[config.mk]
export PLATFORM = sky130hd
export DESIGN_NAME = ssm_channel
export DESIGN_NICKNAME = d
export VERILOG_FILES = /design/src/ssm_pkg.sv /design/src/ssm_channel.sv
export SDC_FILE = /design/constraint.sdc
export NUM_CORES = 1
export LEC_CHECK = 0
export BUFFER_PORTS_ARGS = -buffer_cell sky130_fd_sc_hd__buf_2
export CELL_PAD_IN_SITES_DETAIL_PLACEMENT = 0
export CELL_PAD_IN_SITES_GLOBAL_PLACEMENT = 1
export CORE_AREA = 2 2 139 141
export CTS_BUF_LIST = sky130_fd_sc_hd__clkbuf_4 sky130_fd_sc_hd__clkbuf_8
export DETAILED_ROUTE_END_ITERATION = 6
export DIE_AREA = 0 0 141 143
export GPL_TIMING_DRIVEN = 0
export PLACE_DENSITY_LB_ADDON = 0.1
export SYNTH_ARGS = -nofsm -noshare
export SYNTH_HDL_FRONTEND = slang
export SYNTH_SLANG_ARGS = --single-unit
[constraint.sdc]
create_clock -name core_clk -period 8.8 [get_ports core_clk]
set_clock_uncertainty 0.05 [all_clocks]
set_input_delay 0.44 -clock core_clk [delete_from_list [all_inputs] [get_ports core_clk]]
set_output_delay 0.44 -clock core_clk [all_outputs]
set_load 0.02 [all_outputs]
[src/ssm_pkg.sv]
// Constants and types for the synchronous serial master channel
// Summary of operation
// - Error request raised only by receive overrun
// - Clock source 00b drives internal clock out
// - Mode bit 1 selects clock-synchronous operation
// - Prescale 00b feeds peripheral clock undivided
// - Plain interface, no data inversion at 0
// - Bit order 0 shifts LSB first
// - Divisor 149 at 60 MHz gives 100k
// - Priority register 05h yields level 5
// - Function 0Ah routes pins, writes guarded
`default_nettype none
package ssm_pkg;
  localparam int DATA_W = 8;
  localparam int FIFO_DEPTH = 16;
  localparam logic [2:0] LAST_BIT = 3'h7;
  localparam logic [1:0] CLKSRC_INTERNAL = 2'h0;
  localparam logic [7:0] PROTECT_KEY = 8'hA5;
  localparam int PROTECT_STOP_POS = 1;
  localparam logic STOP_RESET = 1'h1;
  localparam int PINSEL_LOCK_POS = 7;
  localparam int PINSEL_WE_POS = 6;
  localparam logic [7:0] PINSEL_SERIAL = 8'h0A;
  localparam logic [7:0] PINSEL_RESET = 8'h00;
  localparam logic [3:0] PRIO_RESET = 4'h0;
  typedef enum logic [0:0] {
    SSM_IDLE = 1'b0,
    SSM_SHIFT = 1'b1
  } ssm_state_e;
endpackage : ssm_pkg
`default_nettype wire

[src/ssm_channel.sv]
// Synchronous serial master channel with its transmit FIFO
`default_nettype none
module ssm_fifo #(
  parameter int W = 8,
  parameter int D = 16
) (
  // Clock and reset
  input wire logic core_clk,
  input wire logic reset,
  // Fill side
  input wire logic wr_valid,
  input wire logic [W-1:0] wr_data,
  output logic wr_ready,
  // Drain side
  output logic rd_valid,
  output logic [W-1:0] rd_data,
  input wire logic rd_ready
);
  localparam int AW = $clog2(D);
  logic [W-1:0] mem_q [D];
  logic [AW-1:0] wp_q, wp_d, rp_q, rp_d;
  logic [AW:0] cnt_q, cnt_d;
  logic push, pop;
  assign wr_ready = (cnt_q != (AW+1)'(D));
  assign rd_valid = (cnt_q != '0);
  assign rd_data = mem_q[rp_q];
  assign push = wr_valid && wr_ready;
  assign pop = rd_valid && rd_ready;
  always_comb begin
    wp_d = push ? wp_q + 1'b1 : wp_q;
    rp_d = pop ? rp_q + 1'b1 : rp_q;
    cnt_d = cnt_q + (AW+1)'(push) - (AW+1)'(pop);
  end
  always_ff @(posedge core_clk) begin
    if (reset) begin
      wp_q <= '0;
      rp_q <= '0;
      cnt_q <= '0;
    end else begin
      wp_q <= wp_d;
      rp_q <= rp_d;
      cnt_q <= cnt_d;
    end
    if (push) begin
      mem_q[wp_q] <= wr_data;
    end
  end
endmodule : ssm_fifo

module ssm_channel
  import ssm_pkg::*;
(
  // Clock and reset
  input wire logic core_clk,
  input wire logic reset,
  // Module stop and its protect key
  input wire logic protect_key_wr,
  input wire logic [15:0] protect_key_reg,
  input wire logic stop_wr,
  input wire logic stop_wdata,
  output logic serial_stop_bit,
  // Control and mode
  input wire logic transmit_enable,
  input wire logic rx_on,
  input wire logic tx_empty_irq_on,
  input wire logic rx_full_irq_on,
  input wire logic tx_done_irq_on,
  input wire logic [1:0] clock_source,
  input wire logic sync_mode_sel,
  input wire logic [1:0] prescale_sel,
  input wire logic smartcard_sel,
  input wire logic data_invert,
  input wire logic bit_order,
  input wire logic [7:0] baud_divisor,
  // Transmit data stream
  input wire logic tx_valid,
  input wire logic [DATA_W-1:0] tx_data,
  output logic tx_ready,
  output logic tx_done,
  // Receive data
  input wire logic rx_read,
  input wire logic overrun_clr,
  output logic [DATA_W-1:0] rx_data,
  output logic rx_full,
  output logic rx_overrun,
  // Serial requests
  output logic tx_empty_request,
  output logic rx_full_request,
  output logic tx_done_request,
  output logic error_request,
  // Interrupt controller
  input wire logic prio_wr,
  input wire logic [3:0] prio_wdata,
  input wire logic grp_prio_wr,
  input wire logic [3:0] grp_prio_wdata,
  input wire logic tx_pending_clr,
  input wire logic [1:0] irq_enable_bank,
  input wire logic [1:0] group_irq_enable,
  output logic tx_irq_pending,
  output logic [3:0] tx_irq_level,
  output logic [3:0] grp_irq_level,
  // Pin selection
  input wire logic pinsel_wr,
  input wire logic [7:0] pinsel_wdata,
  input wire logic data_pin_wr,
  input wire logic clk_pin_wr,
  input wire logic [7:0] pin_func_wdata,
  output logic pinsel_lock,
  output logic pinsel_write_on,
  // Port fallback
  input wire logic [1:0] port_out_value,
  input wire logic [1:0] port_dir,
  input wire logic [1:0] port_periph_sel,
  // Pins
  input wire logic serial_in_pin,
  output logic serial_out_pin_o,
  output logic serial_out_pin_oe,
  output logic serial_clock_pin_o,
  output logic serial_clock_pin_oe
);
  logic stop_q, stop_d, key_ok_q, key_ok_d;
  always_comb begin
    key_ok_d = key_ok_q;
    stop_d = stop_q;
    if (protect_key_wr && protect_key_reg[15:8] == PROTECT_KEY) begin
      key_ok_d = protect_key_reg[PROTECT_STOP_POS];
    end
    if (stop_wr && key_ok_q) begin
      stop_d = stop_wdata;
    end
  end
  always_ff @(posedge core_clk) begin
    if (reset) begin
      stop_q <= STOP_RESET;
      key_ok_q <= 1'b0;
    end else begin
      stop_q <= stop_d;
      key_ok_q <= key_ok_d;
    end
  end
  assign serial_stop_bit = stop_q;

  logic lock_q, lock_d, pwe_q, pwe_d;
  logic [7:0] dfunc_q, dfunc_d, cfunc_q, cfunc_d;
  always_comb begin
    lock_d = lock_q;
    pwe_d = pwe_q;
    dfunc_d = dfunc_q;
    cfunc_d = cfunc_q;
    if (pinsel_wr) begin
      lock_d = pinsel_wdata[PINSEL_LOCK_POS];
      if (!lock_q) begin
        pwe_d = pinsel_wdata[PINSEL_WE_POS];
      end
    end
    if (pwe_q && data_pin_wr) begin
      dfunc_d = pin_func_wdata;
    end
    if (pwe_q && clk_pin_wr) begin
      cfunc_d = pin_func_wdata;
    end
  end
  always_ff @(posedge core_clk) begin
    if (reset) begin
      lock_q <= 1'b1;
      pwe_q <= 1'b0;
      dfunc_q <= PINSEL_RESET;
      cfunc_q <= PINSEL_RESET;
    end else begin
      lock_q <= lock_d;
      pwe_q <= pwe_d;
      dfunc_q <= dfunc_d;
      cfunc_q <= cfunc_d;
    end
  end
  assign pinsel_lock = lock_q;
  assign pinsel_write_on = pwe_q;

  // Channel may run only in synchronous, plain, internally clocked mode
  logic run;
  assign run = !stop_q && sync_mode_sel && !smartcard_sel
    && clock_source == CLKSRC_INTERNAL;

  ssm_state_e st_q, st_d;
  logic [5:0] pre_q, pre_d, pre_lim;
  logic [7:0] div_q, div_d;
  logic ph_q, ph_d, half_tick;
  always_comb begin
    unique case (prescale_sel)
      2'h0: pre_lim = 6'h00;
      2'h1: pre_lim = 6'h03;
      2'h2: pre_lim = 6'h0F;
      2'h3: pre_lim = 6'h3F;
    endcase
  end
  // Half bit is 2*(divisor+1)*4^n clocks: 149 at 60 MHz is 100k
  always_comb begin
    pre_d = '0;
    div_d = '0;
    ph_d = 1'b0;
    half_tick = 1'b0;
    if (st_q == SSM_SHIFT) begin
      pre_d = pre_q + 6'h01;
      div_d = div_q;
      ph_d = ph_q;
      if (pre_q == pre_lim) begin
        pre_d = '0;
        div_d = div_q + 8'h01;
        if (div_q == baud_divisor) begin
          div_d = '0;
          ph_d = !ph_q;
          half_tick = ph_q;
        end
      end
    end
  end
  always_ff @(posedge core_clk) begin
    if (reset) begin
      pre_q <= '0;
      div_q <= '0;
      ph_q <= 1'b0;
    end else begin
      pre_q <= pre_d;
      div_q <= div_d;
      ph_q <= ph_d;
    end
  end

  logic fifo_valid, pop, go;
  logic [DATA_W-1:0] fifo_data;
  ssm_fifo #(.W(DATA_W), .D(FIFO_DEPTH)) ssm_fifo_inst (
    .core_clk(core_clk),
    .reset(reset),
    .wr_valid(tx_valid),
    .wr_data(tx_data),
    .wr_ready(tx_ready),
    .rd_valid(fifo_valid),
    .rd_data(fifo_data),
    .rd_ready(pop)
  );

  function automatic logic pick(input logic [DATA_W-1:0] d,
                                input logic [2:0] i, input logic msb,
                                input logic inv);
    pick = (msb ? d[LAST_BIT - i] : d[i]) ^ inv;
  endfunction : pick

  logic [DATA_W-1:0] sh_q, sh_d;
  logic [2:0] bit_q, bit_d;
  logic sclk_q, sclk_d, dout_q, dout_d, done_q, done_d, rise;
  assign go = run && transmit_enable && fifo_valid;
  always_comb begin
    st_d = st_q;
    sh_d = sh_q;
    bit_d = bit_q;
    sclk_d = sclk_q;
    dout_d = dout_q;
    done_d = done_q;
    pop = 1'b0;
    rise = 1'b0;
    unique case (st_q)
      SSM_IDLE: begin
        if (go) begin
          pop = 1'b1;
          st_d = SSM_SHIFT;
        end
      end
      SSM_SHIFT: begin
        if (!run || !transmit_enable) begin
          st_d = SSM_IDLE;
          sclk_d = 1'b1;
        end else if (half_tick && !sclk_q) begin
          sclk_d = 1'b1;
          rise = 1'b1;
        end else if (half_tick) begin
          if (bit_q != LAST_BIT) begin
            bit_d = bit_q + 3'h1;
            sclk_d = 1'b0;
            dout_d = pick(sh_q, bit_d, bit_order, data_invert);
          end else if (go) begin
            pop = 1'b1;
          end else begin
            st_d = SSM_IDLE;
            done_d = 1'b1;
          end
        end
      end
    endcase
    if (pop) begin
      sh_d = fifo_data;
      bit_d = '0;
      sclk_d = 1'b0;
      done_d = 1'b0;
      dout_d = pick(fifo_data, 3'h0, bit_order, data_invert);
    end
  end
  always_ff @(posedge core_clk) begin
    if (reset) begin
      st_q <= SSM_IDLE;
      sh_q <= '0;
      bit_q <= '0;
      sclk_q <= 1'b1;
      dout_q <= 1'b1;
      done_q <= 1'b1;
    end else begin
      st_q <= st_d;
      sh_q <= sh_d;
      bit_q <= bit_d;
      sclk_q <= sclk_d;
      dout_q <= dout_d;
      done_q <= done_d;
    end
  end
  assign tx_done = done_q;
  assign tx_empty_request = pop && tx_empty_irq_on;
  assign tx_done_request = done_q && tx_done_irq_on;

  logic s1_q, s2_q, s3_q, lvl_q, lvl_d, ovr_evt, rxe;
  logic [DATA_W-1:0] rsh_q, rsh_d, rdat_q, rdat_d;
  logic [2:0] rcnt_q, rcnt_d;
  logic full_q, full_d, ovr_q, ovr_d;
  always_comb begin
    lvl_d = (s2_q == s3_q) ? s3_q : lvl_q;
    rsh_d = rsh_q;
    rcnt_d = rcnt_q;
    rdat_d = rdat_q;
    full_d = full_q && !rx_read;
    ovr_d = ovr_q && !overrun_clr;
    ovr_evt = 1'b0;
    rxe = 1'b0;
    if (rise && rx_on) begin
      rsh_d = bit_order ? {rsh_q[DATA_W-2:0], lvl_q ^ data_invert}
                        : {lvl_q ^ data_invert, rsh_q[DATA_W-1:1]};
      rcnt_d = rcnt_q + 3'h1;
      if (rcnt_q == LAST_BIT) begin
        if (full_q) begin
          ovr_evt = 1'b1;
          ovr_d = 1'b1;
        end else begin
          rxe = 1'b1;
          full_d = 1'b1;
          rdat_d = rsh_d;
        end
      end
    end
  end
  always_ff @(posedge core_clk) begin
    if (reset) begin
      s1_q <= 1'b1;
      s2_q <= 1'b1;
      s3_q <= 1'b1;
      lvl_q <= 1'b1;
      rsh_q <= '0;
      rcnt_q <= '0;
      rdat_q <= '0;
      full_q <= 1'b0;
      ovr_q <= 1'b0;
    end else begin
      s1_q <= serial_in_pin;
      s2_q <= s1_q;
      s3_q <= s2_q;
      lvl_q <= lvl_d;
      rsh_q <= rsh_d;
      rcnt_q <= rcnt_d;
      rdat_q <= rdat_d;
      full_q <= full_d;
      ovr_q <= ovr_d;
    end
  end
  assign rx_data = rdat_q;
  assign rx_full = full_q;
  assign rx_overrun = ovr_q;
  assign rx_full_request = rxe && rx_full_irq_on;
  assign error_request = ovr_evt && rx_full_irq_on;

  logic [3:0] prio_q, prio_d, gprio_q, gprio_d;
  logic pend_q, pend_d, grp_src;
  assign grp_src = (tx_done_request && group_irq_enable[0])
    || (ovr_q && rx_full_irq_on && group_irq_enable[1]);
  always_comb begin
    prio_d = prio_wr ? prio_wdata : prio_q;
    gprio_d = grp_prio_wr ? grp_prio_wdata : gprio_q;
    pend_d = tx_empty_request || (pend_q && !tx_pending_clr);
  end
  always_ff @(posedge core_clk) begin
    if (reset) begin
      prio_q <= PRIO_RESET;
      gprio_q <= PRIO_RESET;
      pend_q <= 1'b0;
    end else begin
      prio_q <= prio_d;
      gprio_q <= gprio_d;
      pend_q <= pend_d;
    end
  end
  assign tx_irq_pending = pend_q;
  assign tx_irq_level = (pend_q && irq_enable_bank[0]) ? prio_q : '0;
  assign grp_irq_level = (grp_src && irq_enable_bank[1]) ? gprio_q : '0;

  logic dper, cper;
  assign dper = port_periph_sel[0] && dfunc_q == PINSEL_SERIAL;
  assign cper = port_periph_sel[1] && cfunc_q == PINSEL_SERIAL;
  assign serial_out_pin_o = dper ? dout_q : port_out_value[0];
  assign serial_out_pin_oe = dper ? transmit_enable : port_dir[0];
  assign serial_clock_pin_o = cper ? sclk_q : port_out_value[1];
  assign serial_clock_pin_oe = cper
    ? (transmit_enable && clock_source == CLKSRC_INTERNAL)
    : port_dir[1];

  logic [15:0] low_cnt_q;
  always_ff @(posedge core_clk) begin
    if (reset || sclk_q) begin
      low_cnt_q <= 16'h0001;
    end else begin
      low_cnt_q <= low_cnt_q + 16'h0001;
    end
  end
endmodule : ssm_channel
`default_nettype wire

==> implementation parameters <==
Parameter                              Value

Pwr
  Int Pwr ... 1766 µW
  Net switching power figure ... 518.0 µW
  Worst IR Drop VDD ... 0.1495 mV
  Part of the total power dissipated in combinational logic ... 0.079
  Clk pwr share ... 0.408
  Leak Pwr ... 0.004028 µW
  Power density over cell area ... 202.2 nW/µm²
  Sw frac ... 0.2268
  Total power draw ... 2284 µW
  Part of the total power dissipated in sequential elements ... 0.514

Synthesis
  Yosys warning total ... 0
  Mean instance size in the synthesized netlist ... 13.50 µm²
  Proportion of synthesized chip area in sequential cells ... 0.6061
  Mux cell area share after synthesis ... 0.1452
  Post-synth EDFFs ... 128
  Arithmetic-cell share of the synthesized area counting full adders, half adders and majority gates ... 0.02275
  Xor/xnor cell area share of the yosys netlist ... 0.02624
  Leading register cell type out of synthesis ... sky130_fd_sc_hd__edfxtp_1
  Post-synthesis cell type count ... 61
  Combinational family with the most area after synthesis ... multiplexers
  Share of synthesized flip-flops with an asynchronous set or reset ... 0
  Synthesized-area fraction occupied by ao, oa, aoi and oai cells ... 0.05391
  Synth Register Bits ... 229
  Gate count of the mapped netlist ... 717
  Syn nets ... 828
  Fraction of the mapped netlist area in simple logic gates ... 0.1222
  Synth Cell Area ... 9678 µm²

Timing
  Final worst path period share ... 0.4012
  Slew headroom ... 0.3840
  Peak Freq ... 0.2832 GHz
  Sum of negative setup slack ... 0 ns
  Number of setup violations in the final report ... 0
  Fin. Hold Viols ... 0
  Post-route worst hold slack ... 0.08366 ns
  Count of pins over their slew limit ... 0
  Post-layout minimum cycle time ... 3.531 ns
  Slew at the pin closest to its max-slew limit ... 0.9205 ns
  RSZ-0062 raised after global routing ... no

Global routing
  Global-route usage over all layers ... 0.2149
  GR Overflow Total ... 0
  Number of antenna violations at the first check in global routing ... 0
  Number of global-route vias before repair ... 6,370
  Largest net degree at the start of global routing ... 17
  Wire length of the first global-routing pass ... 33,260 µm

Layout
  Area of all placed cells without fillers ... 11,290 µm²
  Synth-to-layout area growth ... 16.69%
  Number of nets in the finished design ... 975
  Leading cell types in the layout, fill and taps excluded ... sky130_fd_sc_hd__edfxtp_1, sky130_fd_sc_hd__buf_2, sky130_fd_sc_hd__dfxtp_1
  Final Core Density ... 0.6078
  Layout cell share with drive strength beyond 1 ... 0.2888
  Diodes inserted ... 0
  Leading cell type in the layout, fill and taps excluded ... sky130_fd_sc_hd__edfxtp_1

Clock network
  Clk root buf ... sky130_fd_sc_hd__clkbuf_8
  CTS buffer count ... 37
  Clk slew on worst S/H paths ... 0.06 ns
  Number of gates resized after cts ... 0
  Max clock buf depth ... 3
  Hold-fix buffer count after cts ... 0
  Number of H-tree branching levels ... 2
  Clock latency at the later pin of the worst-skew pair ... 0.54 ns
  Sinks on Clock Net ... 229
  Clock tree from TritonCTS ... built
  Post-CTS setup-driven buffer insertion count ... 0

Floorplan
  Width of the chip ... 141 µm
  Die height ... 143 µm
  Core region area ... 18,580 µm²
  Standard-cell row count ... 50
  Die outline area ... 20,160 µm²
  Initial cell density of the core ... 0.5209
  Top-level port count ... 126

Min path
  Path category of the worst min-delay check ... in -> reg
  Worst hold path cell count ... 2

Run
  Reported max-cap violation count ... 0

Critical path
  Critical Path RT ... 9.12 ns
  Crit path launch ... bit_q[0]
  Critical Path AT ... 3.85 ns
  Reg2Reg Setup Slack ... 5.27 ns
  Sort of element at the start of the critical path ... flop
  Crit. End Element ... flop
  Worst reg2reg endpoint ... ssm_fifo_inst.cnt_q[4]
  Highest net fanout along the worst path ... 10
  Critical register-to-register path startpoint ... bit_q[0]
  WS Path Type ... reg -> reg
  Crit path capture ... ssm_fifo_inst.cnt_q[4]
  Register-to-Register Path Depth ... 17

Run status
  Result of the run ... completed

Route
  Remaining DRCs ... 0
  Wirelength per Cell ... 18.68 µm
  Remaining antenna violation count ... 0
  Via count ... 6,192
  Via density per instance ... 5.509
  Number of violations reported at the end of detailed-routing iteration 0 ... 312
  Router iterations before antenna repair ... 5
  Final Routed Wirelength ... 21,000 µm

Place
  Estimated wirelength of the detail-placed design ... 14,770 µm
  Total placed instance area ... 10,510 µm²
  Placer Congestion ... 0.8322
  Number of port buffers ... 107
[power by group through the flow]
stage / registers (µW) / clock network (µW) / logic, µW
2_1_floorplan: 1190 / 0 / 113
3_3_place_gp: 1190 / 0 / 172
3_5_place_dp: 1200 / 0 / 179
4_1_cts: 1170 / 959 / 180
5_1_grt: 1180 / 1010 / 200
6_report: 1170 / 931 / 180
[worst min path at each step]
| stage | startpoint | endpoint | slack [ns] |
|---|---|---|---|
| after global routing | pinsel_wdata[7] | pinsel_lock | 0.06 |
| after floorplan | s1_q | s2_q | 0.34 |
| after global placement | s1_q | s2_q | 0.35 |
| after detailed placement | s1_q | s2_q | 0.36 |
| final | pinsel_wdata[7] | pinsel_lock | 0.08 |
| after CTS | prio_wdata[3] | prio_q[3] | 0.05 |
[logic make-up (layout without fill, tap and decap cells)]
group           Yosys count  in the layout
xor+xnor                 29             29
compound gates           77             77
fa+ha+maj                17             17
flops                   229            229
mux                      86             86
buf+inv                  50            223
simple gates            229            229
[registers in the layout, summed over array words and instances, names as in the netlist, 3 cells and up, named ones only]
register and flops:
cfunc_q 8, rx_data 8, ssm_fifo_inst.rp_q 4, bit_q 3, rsh_q 8, ssm_fifo_inst.cnt_q 5
prio_q 4, ssm_fifo_inst.wp_q 4, ssm_fifo_inst.mem_q 128, gprio_q 4, div_q 8, pre_q 6
sh_q 8, rcnt_q 3, dfunc_q 8
[cell type report]
cell class	instances	area, µm²
Buffer	36	176.4
Clock buffer	62	740.7
Clock inverter	3	23.77
Fill cell	1472	7287
Inverter	14	52.55
Multi-Input combinational cell	438	3598
Sequential cell	229	5866
Tap cell	234	292.8
Timing Repair Buffer	108	543.0
[layer usage]
| layer | part of all wire | track usage |
|---|---|---|
| met5 | 0 | 0 |
| met4 | 0.027 | 0.07737 |
| met1 | 0.40 | 0.2548 |
| met3 | 0.056 | 0.04192 |
| met2 | 0.52 | 0.3910 |
[stage by stage]
step           cells  worst slack, ns
6_report        1124            5.269
5_1_grt         1124            4.948
4_1_cts         1123            5.248
3_5_place_dp    1058            5.285
3_3_place_gp    1058            5.285
2_1_floorplan    717            5.741
[synthesized netlist by cell type, types with 14 or more instances]
library cell                 n  area share
sky130_fd_sc_hd__nand3_1    27       0.014
sky130_fd_sc_hd__nor2_1     80       0.031
sky130_fd_sc_hd__mux4_2     43        0.10
sky130_fd_sc_hd__edfxtp_1  128        0.40
sky130_fd_sc_hd__a21oi_1    31       0.016
sky130_fd_sc_hd__dfxtp_1   101        0.21
sky130_fd_sc_hd__mux2i_1    38       0.039
sky130_fd_sc_hd__ha_1       16       0.021
sky130_fd_sc_hd__inv_1      14      0.0054
sky130_fd_sc_hd__xnor2_1    20       0.018
sky130_fd_sc_hd__clkbuf_1   16      0.0062
sky130_fd_sc_hd__nand2_1    40       0.016
[critical path, stage by stage (launching register included)]
cell and delay, ns:
sky130_fd_sc_hd__dfxtp_1 0.49, sky130_fd_sc_hd__ha_1 0.21, sky130_fd_sc_hd__ha_1 0.17, sky130_fd_sc_hd__and3_1 0.22, sky130_fd_sc_hd__o21ai_0 0.12, sky130_fd_sc_hd__a2111oi_2 0.46
sky130_fd_sc_hd__o21a_1 0.20, sky130_fd_sc_hd__buf_4 0.21, sky130_fd_sc_hd__nand2b_1 0.12, sky130_fd_sc_hd__nand2_1 0.08, sky130_fd_sc_hd__ha_1 0.17, sky130_fd_sc_hd__inv_1 0.06
sky130_fd_sc_hd__fa_1 0.39, sky130_fd_sc_hd__inv_1 0.07, sky130_fd_sc_hd__a21oi_1 0.06, sky130_fd_sc_hd__nor2_1 0.12, sky130_fd_sc_hd__or3_1 0.12, sky130_fd_sc_hd__a21oi_1 0.05
(Power assumes the default switching activity.)
